--- src/design/pwt_pkg.sv ---
// Package with the register map, field layout and reset values of the periodic wakeup timer.
package pwt_pkg;

  ////////////////////////////////////////////////////////////////////////////////
  // Register bus geometry.
  localparam int unsigned ADDR_W = 2;
  localparam int unsigned DATA_W = 8;

  // Register offsets.
  localparam logic [1:0] OFS_STATUS_CONTROL = 2'h0;
  localparam logic [1:0] OFS_PRESCALE       = 2'h1;
  localparam logic [1:0] OFS_MODULO         = 2'h2;

  ////////////////////////////////////////////////////////////////////////////////
  // Bit positions inside the status and control register.
  localparam int unsigned BIT_ENABLE    = 0;
  localparam int unsigned BIT_CLK_SEL   = 1;
  localparam int unsigned BIT_FLAG      = 2;
  localparam int unsigned BIT_ACK       = 3;
  localparam int unsigned BIT_IRQ_EN    = 4;
  localparam int unsigned BIT_STOP_RUN  = 5;

  // Prescale code field.
  localparam int unsigned PRESCALE_W    = 4;
  localparam int unsigned PRESCALE_LSB  = 0;

  // Prescaler depth: code 1111 divides by 32768, so fifteen divider bits.
  localparam int unsigned DIV_W         = 15;

  // Counter and modulo width.
  localparam int unsigned COUNT_W       = 8;

  ////////////////////////////////////////////////////////////////////////////////
  // Values after reset.
  localparam logic [PRESCALE_W-1:0] RST_PRESCALE = 4'h0;
  localparam logic [COUNT_W-1:0]    RST_MODULO   = 8'h00;
  localparam logic [COUNT_W-1:0]    RST_COUNT    = 8'h00;
  localparam logic [DATA_W-1:0]     RST_RDATA    = 8'h00;

  // Nominal rate of the RC oscillator source clock.
  localparam int unsigned RC_OSC_KHZ = 32;

  ////////////////////////////////////////////////////////////////////////////////
  // Control fields that software owns.
  typedef struct packed {
    logic                  enable;
    logic                  clk_sel;
    logic                  irq_en;
    logic                  stop_run;
    logic [PRESCALE_W-1:0] prescale;
    logic [COUNT_W-1:0]    modulo;
  } pwt_ctrl_t;

  // Register bus request.
  typedef struct packed {
    logic              wr;
    logic              rd;
    logic [ADDR_W-1:0] addr;
    logic [DATA_W-1:0] wdata;
  } pwt_bus_req_t;

endpackage

--- src/design/pwt_prescaler.sv ---
// Clock source selection and power-of-two prescaler of the periodic wakeup timer.
`timescale 1ns/100ps
module pwt_prescaler (
  input  wire logic                             clk,
  input  wire logic                             resetn,
  input  wire logic                             run,
  input  wire logic                             clk_sel,
  input  wire logic [pwt_pkg::PRESCALE_W-1:0]   prescale,
  input  wire logic                             rc_osc_tick,
  input  wire logic                             fast_bus_tick,
  output logic                                  counter_tick_ff
);

  logic [pwt_pkg::DIV_W-1:0] div_ff;
  logic [pwt_pkg::DIV_W-1:0] div_mask;
  logic                      src_tick;
  logic                      div_full;

  ////////////////////////////////////////////////////////////////////////////////
  // Choose the fast bus clock when set, else the RC oscillator.
  assign src_tick = clk_sel ? fast_bus_tick : rc_osc_tick;

  // Build a mask with the low prescale-code bits set, one bit per stage.
  genvar gi;
  generate
    for (gi = 0; gi < pwt_pkg::DIV_W; gi++) begin : g_mask
      assign div_mask[gi] = (gi < prescale);
    end
  endgenerate

  // The divider is full when every masked bit is one.
  assign div_full = ((div_ff & div_mask) == div_mask);

  ////////////////////////////////////////////////////////////////////////////////
  // Divider counts source ticks and is held clear while not running.
  always_ff @(posedge clk or negedge resetn) begin
    if (!resetn) begin
      div_ff <= '0;
    end else if (!run) begin
      div_ff <= '0;
    end else if (src_tick) begin
      div_ff <= div_full ? '0 : div_ff + 1'b1;
    end
  end

  // One counter tick every two-to-the-code source ticks.
  always_ff @(posedge clk or negedge resetn) begin
    if (!resetn) begin
      counter_tick_ff <= 1'b0;
    end else begin
      counter_tick_ff <= run & src_tick & div_full;
    end
  end

endmodule // pwt_prescaler

--- src/design/pwt_counter.sv ---
// Modulo counter of the periodic wakeup timer.
`timescale 1ns/100ps
module pwt_counter (
  input  wire logic                          clk,
  input  wire logic                          resetn,
  input  wire logic                          run,
  input  wire logic                          tick,
  input  wire logic [pwt_pkg::COUNT_W-1:0]   modulo,
  output logic [pwt_pkg::COUNT_W-1:0]        count_ff,
  output logic                               match_ff
);

  logic [pwt_pkg::COUNT_W-1:0] nxt_count;
  logic [pwt_pkg::COUNT_W-1:0] count_inc;
  logic                        wrap;

  ////////////////////////////////////////////////////////////////////////////////
  // Reaching the modulo value is the match and restarts the count from zero.
  // One period then spans exactly modulo ticks, so software can take the
  // product of prescaler period and modulo; a modulo of zero matches every tick.
  assign count_inc = count_ff + 1'b1;
  assign wrap      = (count_inc == modulo) | (modulo == pwt_pkg::RST_COUNT);

  // Next count: zero on the match tick, else one more.
  always_comb begin
    if (wrap) begin
      nxt_count = pwt_pkg::RST_COUNT;
    end else begin
      nxt_count = count_inc;
    end
  end

  // Counter is zeroed whenever the block is not running.
  always_ff @(posedge clk or negedge resetn) begin
    if (!resetn) begin
      count_ff <= pwt_pkg::RST_COUNT;
    end else if (!run) begin
      count_ff <= pwt_pkg::RST_COUNT;
    end else if (tick) begin
      count_ff <= nxt_count;
    end
  end

  // Match pulse when the counter arrives at the modulo value.
  always_ff @(posedge clk or negedge resetn) begin
    if (!resetn) begin
      match_ff <= 1'b0;
    end else begin
      match_ff <= run & tick & wrap;
    end
  end

endmodule // pwt_counter

--- src/design/pwt_timer.sv ---
// Top of the periodic wakeup timer: registers, flag, interrupt and low-power control.
//
// How it works
// - Enabled counter counts prescaled ticks to modulo, latches flag, restarts from zero.
// - Clock select set picks fast bus clock, clear picks the RC oscillator.
// - Prescale code divides the source clock by two to the code.
// - Clock select, prescale and modulo accept writes only while disabled.
// - Counter held at zero while disabled or stopped without stop-run.
// - Stop-run set keeps counting in stop mode; clear halts it there.
// - Flag is read-only; cleared by acknowledge write of one or vector fetch.
// - Acknowledge bit is write-only and always reads zero.
// - Interrupt request is high exactly while flag and interrupt enable are set.
// - Module keeps running in wait mode while enabled; request wakes processor.
// - With enable and stop-run set, runs in stop mode; request ends stop.
// - In break with clear-enable low the flag is protected from clearing.
//
// The strobed register port and the address map were chosen for this implementation.
`timescale 1ns/100ps
module pwt_timer (
  input  wire logic                          clk,
  input  wire logic                          resetn,
  input  wire logic                          wr_en,
  input  wire logic                          rd_en,
  input  wire logic [pwt_pkg::ADDR_W-1:0]    addr,
  input  wire logic [pwt_pkg::DATA_W-1:0]    wr_data,
  input  wire logic                          rc_osc_tick,
  input  wire logic                          fast_bus_tick,
  input  wire logic                          stop_mode,
  input  wire logic                          break_state,
  input  wire logic                          break_clear_enable,
  input  wire logic                          vector_fetch,
  output logic [pwt_pkg::DATA_W-1:0]         rd_data_ff,
  output logic                               wake_irq_request_ff,
  output logic                               wake_flag_ff
);

  pwt_pkg::pwt_ctrl_t           ctrl_ff;
  pwt_pkg::pwt_bus_req_t        req;
  logic                         run;
  logic                         tick;
  logic                         match;
  logic                         wr_sc;
  logic                         wr_ps;
  logic                         wr_mod;
  logic                         flag_clear;
  logic                         nxt_flag;
  logic [pwt_pkg::DATA_W-1:0]   nxt_rd_data;

  ////////////////////////////////////////////////////////////////////////////////
  // Bundle the bus request and decode the write targets.
  assign req = {wr_en, rd_en, addr, wr_data};

  assign wr_sc  = req.wr & (req.addr == pwt_pkg::OFS_STATUS_CONTROL);
  assign wr_ps  = req.wr & (req.addr == pwt_pkg::OFS_PRESCALE);
  assign wr_mod = req.wr & (req.addr == pwt_pkg::OFS_MODULO);

  ////////////////////////////////////////////////////////////////////////////////
  // The block runs when enabled, except in stop mode without stop-run.
  // Wait mode is not an input at all: the block simply keeps running.
  assign run = ctrl_ff.enable & ~(stop_mode & ~ctrl_ff.stop_run);

  // Source clock selection and prescaling.
  pwt_prescaler pwt_prescaler_inst (
    .clk             (clk),
    .resetn          (resetn),
    .run             (run),
    .clk_sel         (ctrl_ff.clk_sel),
    .prescale        (ctrl_ff.prescale),
    .rc_osc_tick     (rc_osc_tick),
    .fast_bus_tick   (fast_bus_tick),
    .counter_tick_ff (tick)
  );

  // Modulo counter that produces the match event.
  // The count itself is internal; only the match leaves the counter.
  pwt_counter pwt_counter_inst (
    .clk      (clk),
    .resetn   (resetn),
    .run      (run),
    .tick     (tick),
    .modulo   (ctrl_ff.modulo),
    .count_ff (),
    .match_ff (match)
  );

  ////////////////////////////////////////////////////////////////////////////////
  // All control fields live in one process, so the struct has a single driver.
  // Enable, stop-run and interrupt enable are always writable. Clock select,
  // prescale and modulo take writes only while disabled: a write while enabled
  // is dropped with no error, so software must disable the timer to retune it.
  always_ff @(posedge clk or negedge resetn) begin
    if (!resetn) begin
      ctrl_ff.enable   <= 1'b0;
      ctrl_ff.irq_en   <= 1'b0;
      ctrl_ff.stop_run <= 1'b0;
      ctrl_ff.clk_sel  <= 1'b0;
      ctrl_ff.prescale <= pwt_pkg::RST_PRESCALE;
      ctrl_ff.modulo   <= pwt_pkg::RST_MODULO;
    end else begin
      if (wr_sc) begin
        ctrl_ff.enable   <= req.wdata[pwt_pkg::BIT_ENABLE];
        ctrl_ff.irq_en   <= req.wdata[pwt_pkg::BIT_IRQ_EN];
        ctrl_ff.stop_run <= req.wdata[pwt_pkg::BIT_STOP_RUN];
      end
      if (wr_sc && !ctrl_ff.enable) begin
        ctrl_ff.clk_sel <= req.wdata[pwt_pkg::BIT_CLK_SEL];
      end
      if (wr_ps && !ctrl_ff.enable) begin
        ctrl_ff.prescale <= req.wdata[pwt_pkg::PRESCALE_LSB +: pwt_pkg::PRESCALE_W];
      end
      if (wr_mod && !ctrl_ff.enable) begin
        ctrl_ff.modulo <= req.wdata;
      end
    end
  end

  ////////////////////////////////////////////////////////////////////////////////
  // Flag clears on acknowledge or vector fetch, unless protected by break.
  assign flag_clear = ((wr_sc & req.wdata[pwt_pkg::BIT_ACK]) | vector_fetch)
                    & ~(break_state & ~break_clear_enable);

  // A match in the same cycle as a clear wins, so no event is lost.
  assign nxt_flag = match | (wake_flag_ff & ~flag_clear);

  // Sticky wake flag.
  always_ff @(posedge clk or negedge resetn) begin
    if (!resetn) begin
      wake_flag_ff <= 1'b0;
    end else begin
      wake_flag_ff <= nxt_flag;
    end
  end

  // Level request, masked by the interrupt enable, tracks the flag.
  always_ff @(posedge clk or negedge resetn) begin
    if (!resetn) begin
      wake_irq_request_ff <= 1'b0;
    end else begin
      wake_irq_request_ff <= nxt_flag & (wr_sc ? req.wdata[pwt_pkg::BIT_IRQ_EN]
                                               : ctrl_ff.irq_en);
    end
  end

  ////////////////////////////////////////////////////////////////////////////////
  // Read multiplexer; the acknowledge bit and unused bits read as zero.
  always_comb begin
    nxt_rd_data = pwt_pkg::RST_RDATA;
    unique case (req.addr)
      pwt_pkg::OFS_STATUS_CONTROL: begin
        nxt_rd_data[pwt_pkg::BIT_ENABLE]   = ctrl_ff.enable;
        nxt_rd_data[pwt_pkg::BIT_CLK_SEL]  = ctrl_ff.clk_sel;
        nxt_rd_data[pwt_pkg::BIT_FLAG]     = wake_flag_ff;
        nxt_rd_data[pwt_pkg::BIT_ACK]      = 1'b0;
        nxt_rd_data[pwt_pkg::BIT_IRQ_EN]   = ctrl_ff.irq_en;
        nxt_rd_data[pwt_pkg::BIT_STOP_RUN] = ctrl_ff.stop_run;
      end
      pwt_pkg::OFS_PRESCALE: begin
        nxt_rd_data[pwt_pkg::PRESCALE_LSB +: pwt_pkg::PRESCALE_W] = ctrl_ff.prescale;
      end
      pwt_pkg::OFS_MODULO: begin
        nxt_rd_data = ctrl_ff.modulo;
      end
      default: begin
        nxt_rd_data = pwt_pkg::RST_RDATA;
      end
    endcase
  end

  // Read data stand for exactly one cycle after the read strobe.
  always_ff @(posedge clk or negedge resetn) begin
    if (!resetn) begin
      rd_data_ff <= pwt_pkg::RST_RDATA;
    end else if (req.rd) begin
      rd_data_ff <= nxt_rd_data;
    end else begin
      rd_data_ff <= pwt_pkg::RST_RDATA;
    end
  end

endmodule // pwt_timer

--- config.mk ---
export PLATFORM = sky130hd
export DESIGN_NAME = pwt_timer
export DESIGN_NICKNAME = d
export VERILOG_FILES = /design/src/design/pwt_pkg.sv /design/src/design/pwt_prescaler.sv /design/src/design/pwt_counter.sv /design/src/design/pwt_timer.sv
export SDC_FILE = /design/constraint.sdc
export NUM_CORES = 1
export LEC_CHECK = 0
export BUFFER_PORTS_ARGS = -buffer_cell sky130_fd_sc_hd__buf_2
export CORE_MARGIN = 8
export CORE_UTILIZATION = 59
export DETAILED_ROUTE_END_ITERATION = 7
export PLACE_DENSITY = 0.8
export SLEW_MARGIN = 20
export SYNTH_ARGS = -nofsm -noshare
export SYNTH_HDL_FRONTEND = slang
export SYNTH_SLANG_ARGS = --single-unit
--- constraint.sdc ---
create_clock -name clk -period 2.5 [get_ports clk]
set_input_delay 0.5 -clock clk [delete_from_list [all_inputs] [get_ports clk]]
set_output_delay 0.5 -clock clk [all_outputs]
set_load 0.01 [all_outputs]
Word-level counts from Yosys, hierarchy flattened

Cells that the tools add are included.

Equal/unequal tests: 6
Multiplexer cells: 12
Reduce and logical (&&, ||, !) cells: 6
Magnitude comparators: 15
Bitwise gates (word level): 23
$add $sub $neg: 2

Operators by type and width:

| operator                                                   | count |
|---|---|
| 2-to-1 mux 15 bit                                          | 3 |
| 2-to-1 mux 8 bit                                           | 4 |
| less-than comparator 4 bit (first input constant)          | 7 |
| less-than comparator 3 x 4 -> 1 bit (first input constant) | 4 |
| adder 15 x 1 -> 15 bit (second input constant)             | 1 |
| bitwise AND 15 bit                                         | 1 |
| equality test 15 bit                                       | 1 |
| bitwise AND 1 bit                                          | 14 |
| one-hot mux 4 bit (3 select lines)                         | 1 |
| adder 8 x 1 -> 8 bit (second input constant)               | 1 |
| equality test 8 bit                                        | 1 |
| logical NOT 8 bit                                          | 1 |
| less-than comparator 1 x 4 -> 1 bit (first input constant) | 2 |
| less-than comparator 2 x 4 -> 1 bit (first input constant) | 2 |
| inverter 1 bit                                             | 5 |
| != test 2 bit (second input constant)                      | 2 |
| one-hot mux 2 bit (2 select lines)                         | 1 |
| logical AND 1 bit                                          | 3 |
| bitwise OR 1 bit                                           | 3 |
| equality test 2 x 1 -> 1 bit (second input constant)       | 1 |
| equality test 2 bit (second input constant)                | 1 |
| logical NOT 2 bit                                          | 1 |
| 2-to-1 mux 1 bit                                           | 2 |
| 2-to-1 mux 2 bit                                           | 1 |
| logical NOT 1 bit                                          | 1 |

Output and inout bits: 10
Input bits: 20
Register bits: 51
Logic and storage cells: 77

Longest topological paths before layout

Depth after elaboration: 9
Gate-level depth with buffers: 9
Gate-level depth less buffers: 7

By module

A second synthesis with hierarchy kept.

Cell total of the unflattened synthesis: 275
Area, all modules: 2824.0 µm²

By module, submodules not included:

| module        | cells an instance | instances | area each (µm²) |
|---|---|---|---|
| pwt_timer     | 82                | 1         | 1122.3 |
| pwt_prescaler | 118               | 1         | 1046.0 |
| pwt_counter   | 75                | 1         | 655.6 |

Least setup slack after synthesis

Ideal clock, no wire load.

Path kind: register to register
From: register pwt_counter_inst.count_ff[0] (netlist name)
To: register pwt_counter_inst.count_ff[4] (netlist name)
Stages on the path, launching flop included: 8
Slack: 400 ps
Arrival time: 1971 ps
Path buffers: 0
Cell sequence: dfrtp_1 ha_1 nand3_2 or3_1 a221oi_2 o2111ai_2 nand3_1 o211ai_2

Cells in the longest elaborated chain, start to end: 6

RTL lines:

| element                  | line              | text |
|---|---|---|
| from (decl)              | pwt_counter.sv:9  | `output logic [pwt_pkg::COUNT_W-1:0] count_ff,` |
| from (signal assigned)   | pwt_counter.sv:36 | `count_ff <= pwt_pkg::RST_COUNT;` |
| from (signal assigned)   | pwt_counter.sv:38 | `count_ff <= pwt_pkg::RST_COUNT;` |
| from (signal assigned)   | pwt_counter.sv:40 | `count_ff <= nxt_count;` |
| adder 8 x 1 -> 8 bit (*) | pwt_counter.sv:21 | `assign count_inc = count_ff + 1'b1;` |
| equality test 8 bit      | pwt_counter.sv:22 | `assign wrap = (count_inc == modulo) \| (modulo == pwt_pkg::RST_COUNT);` |
| bitwise OR 1 bit         | pwt_counter.sv:22 |  |
| 2-to-1 mux 8 bit (*)     | pwt_counter.sv:26 | `if (wrap) begin` |
| 2-to-1 mux 8 bit (*)     | pwt_counter.sv:39 | `end else if (tick) begin` |
| 2-to-1 mux 8 bit (*)     | pwt_counter.sv:37 | `end else if (!run) begin` |

Mark *: on every way between the ends. The rest lies on a longest branch, timed or not. The select of a mux whose other input is x is not followed.
A chain may end at the register's enable or synchronous reset.

Worst setup path after layout

From: register pwt_counter_inst.count_ff[0] (netlist name)
To: register pwt_counter_inst.count_ff[5] (netlist name)

Same word-level chain as after synthesis.

==> impl_metrics.yaml <==
drt:
  wl_per_cell_um: 16.4
  vias: 2346
  drt_iter0_drc: 155
  drtAntennaViolNets: 0
  viasPerCell: 6.09
  first_pass_iters: 4
  routed_wl_mm: 6.30
  drc_errors: 0
critical_path:
  critPathTopFamily: "compound AO/OA/AOI/OAI gates"
  critPathKind: "reg -> reg"
  crit_chain: "ha_2 > nand3_2 > or3_1 > a221oi_2 > o2111ai_4 > a41oi_2 > o21ai_1"
  worst-path-stages: 7
  end_kind: "register"
  crit_slowest_cell: "dfrtp_1"
  crit_path_start_kind: "register"
  critPathBufInv: 0
  rr_worst_depth: 7
  worstPathArrival_ns: 2.49
  path_max_fanout: 8
  slowest_delay_ns: 0.46
  cp.required_ns: 2.70
sta:
  timing.final.crit_share: 0.916
  tns_ns: 0
  post-route-min-period_ns: 2.29
  finalSetupViolCount: 0
  finalHoldViolCount: 0
  max_freq_mhz: 436
  tightest_slew_ns: 0.632
  max_slew_margin: 0.579
  rsz0062_at_grt: "no"
  finClkSkew_ns: 0.00901
  slew_violations: 0
min_path:
  hp-class: "in -> async"
power_and_ir_drop:
  pwr-share-seq: 0.533
  power_density_nw_per_um2: 630
  p_comb_frac: 0.223
  p_leak_nw: 1.37
  p_int_w: 0.00133
  p_sw_frac: 0.329
  vdd_drop_max_mv: 0.310
  pwr-share-clk: 0.244
  p_sw_w: 0.000655
grt:
  grt_pass1_wl_mm: 10.4
  grt.overflow.total: 0
  grt_max_degree: 52
  grt_pass1_vias: 2142
  antenna_found_initial: 0
  grt_usage: 0.173
cts:
  worstSkewPairLatency_ns: 0.30
  clkSinkCount: 51
  clockBufferDepth: 2
  ctsHoldBuffers: 0
  numCtsBuffers: 5
  cts_tree: "built"
  cts_max_level: 2
  clk_pin_slew_worst_paths_ns: 0.10
  root_buffer: "clkbuf_8"
finish:
  synthToLayoutAreaGrowth_pct: 9.50
  nets: 339
  layout_commonest_cell: "dfrtp_1"
  drive_gt1_frac: 0.236
  antenna_cells: 0
  num-fill-cells: 372
  final_cell_mix: "dfrtp_1 (51), buf_2 (29), nand2_1 (26), nand3_1 (17), a31oi_1 (17)"
  stdcell_area_um2: 3160
floorplanning:
  initial_core_util: 0.611
  fp.dieArea_um2: 7380
  core_region_area_um2: 4720
  die_h_um: 85.9
  io_pins: 30
  chipWidth_um: 85.9
  rows: 25
yosys:
  synth_edf_count: 0
  synth-seq-cells: 51
  yosysSeqAreaShare: 0.443
  synth.distinct_cells: 63
  postSynthCellCount: 292
  synthesis.area_um2: 2880
  async_reset_ff_frac: 1.00
  syn-num-nets: 314
  synth_ff_type: "dfrtp_1"
  synth.avg_cell_area_um2: 9.88
  yosys_warnings: 0
placed_design:
  placed_area_um2: 3040
  place_hpwl_mm: 4.47
  io_buffers: 29
  gp_congestion: 0.840
outcome:
  status: "finished, final reports clean"
flow_run:
  drv_cap: 0
==> power groups by stage <==
stage | clock (W) | combinational (W) | sequential, W
after CTS | 0.000494 | 0.000432 | 0.00106
after floorplan | 0 | 0.000323 | 0.00103
after global placement | 0 | 0.000415 | 0.00107
final | 0.000485 | 0.000443 | 0.00106
after detailed placement | 0 | 0.000429 | 0.00107
after global routing | 0.000528 | 0.000489 | 0.00107
==> layer usage <==
metal / global-route usage / vias up / wire length, µm
li1: - / 1118 / -
met1: 0.230 / 1164 / 2900
met2: 0.269 / 60 / 2970
met3: 0.0487 / 4 / 388
met4: 0.0414 / 0 / 40
met5: 0 / - / 0
==> repair_timing <==
item / in CTS / in global routing
setup endpoints to repair: 0 / 21
resized for setup: 0 / 4
buffers inserted: 0 / 0
==> cells in the mapped netlist, types with 2 or more instances <==
cell,instances,share of area
dfrtp_1,51,0.44
nand2_1,26,0.034
nand3_1,18,0.031
a31oi_1,17,0.037
mux2_2,16,0.062
nor2_1,14,0.018
o21ai_0,13,0.023
inv_1,11,0.014
and2_1,7,0.015
nand2b_1,7,0.015
a21oi_1,6,0.010
and3_1,6,0.013
nand4_1,6,0.013
nor2b_1,6,0.013
clkbuf_1,5,0.0065
mux2i_1,5,0.017
xnor2_1,5,0.015
xor2_1,5,0.015
a21boi_0,4,0.010
a41oi_1,4,0.012
buf_2,4,0.0069
o21ai_1,4,0.0069
buf_6,3,0.012
and4_1,2,0.0061
buf_4,2,0.0052
ha_1,2,0.0087
nand3b_1,2,0.0052
nor3b_1,2,0.0052
nor4_1,2,0.0043
o2111ai_1,2,0.0061
o221ai_1,2,0.0061
o22ai_1,2,0.0043
==> area by class of cell <==
type / count / area [µm²] / share of cell area
timing repair buffer: 35 / 190 / 0.0602
inverter: 11 / 41.3 / 0.0131
multi-input combinational: 213 / 1470 / 0.466
clock inverter: 3 / 25.0 / 0.00792
clock buffer: 5 / 68.8 / 0.0218
tap: 67 / 83.8 / 0.0265
sequential: 51 / 1280 / 0.404
==> cells by family (layout without fill, tap and decap cells) <==
group,Yosys count,after routing,share of synthesized area
XOR/XNOR,10,10,0.0304
adder cells (fa/ha/maj),2,2,0.00868
AND/OR/NAND/NOR,112,112,0.216
multiplexers,21,21,0.0798
buffers and inverters,28,54,0.0560
flip-flops,51,51,0.443
AO/OA/AOI/OAI,68,68,0.166
==> per-stage QoR <==
| stage | instances | util | worst slack [ns] | hold WS (ns) | power (W) |
|---|---|---|---|---|---|
| after floorplan | 292 | - | 0.400 | 0.204 | 0.00135 |
| after global placement | 377 | 0.643 | 0.244 | 0.442 | 0.00148 |
| after detailed placement | 377 | 0.643 | 0.154 | 0.475 | 0.00150 |
| after CTS | 385 | 0.663 | 0.118 | 0.323 | 0.00198 |
| after global routing | 385 | 0.669 | 0.0488 | 0.357 | 0.00209 |
| final | 385 | 0.669 | 0.209 | 0.298 | 0.00199 |
==> final timing paths <==
check / from / end / slack, ns
min in group clk: wr_data[7] / ctrl_ff[7] / 0.43
max in group asynchronous: resetn / ctrl_ff[10] / 1.78
hold reg to reg: pwt_counter_inst.match_ff / wake_flag_ff / 0.49
hold / removal: resetn / pwt_prescaler_inst.div_ff[9] / 0.30
setup / recovery: pwt_counter_inst.count_ff[0] / pwt_counter_inst.count_ff[5] / 0.21
setup reg to reg: pwt_counter_inst.count_ff[0] / pwt_counter_inst.count_ff[5] / 0.21
==> flip-flops by register name, summed over array words and instances, names as in the netlist <==
name and count:
ctrl_ff 16, pwt_counter_inst.count_ff 8, pwt_counter_inst.match_ff 1, pwt_prescaler_inst.counter_tick_ff 1
pwt_prescaler_inst.div_ff 15, rd_data_ff 8, wake_flag_ff 1, wake_irq_request_ff 1
Power figures use the tool's default switching activity.
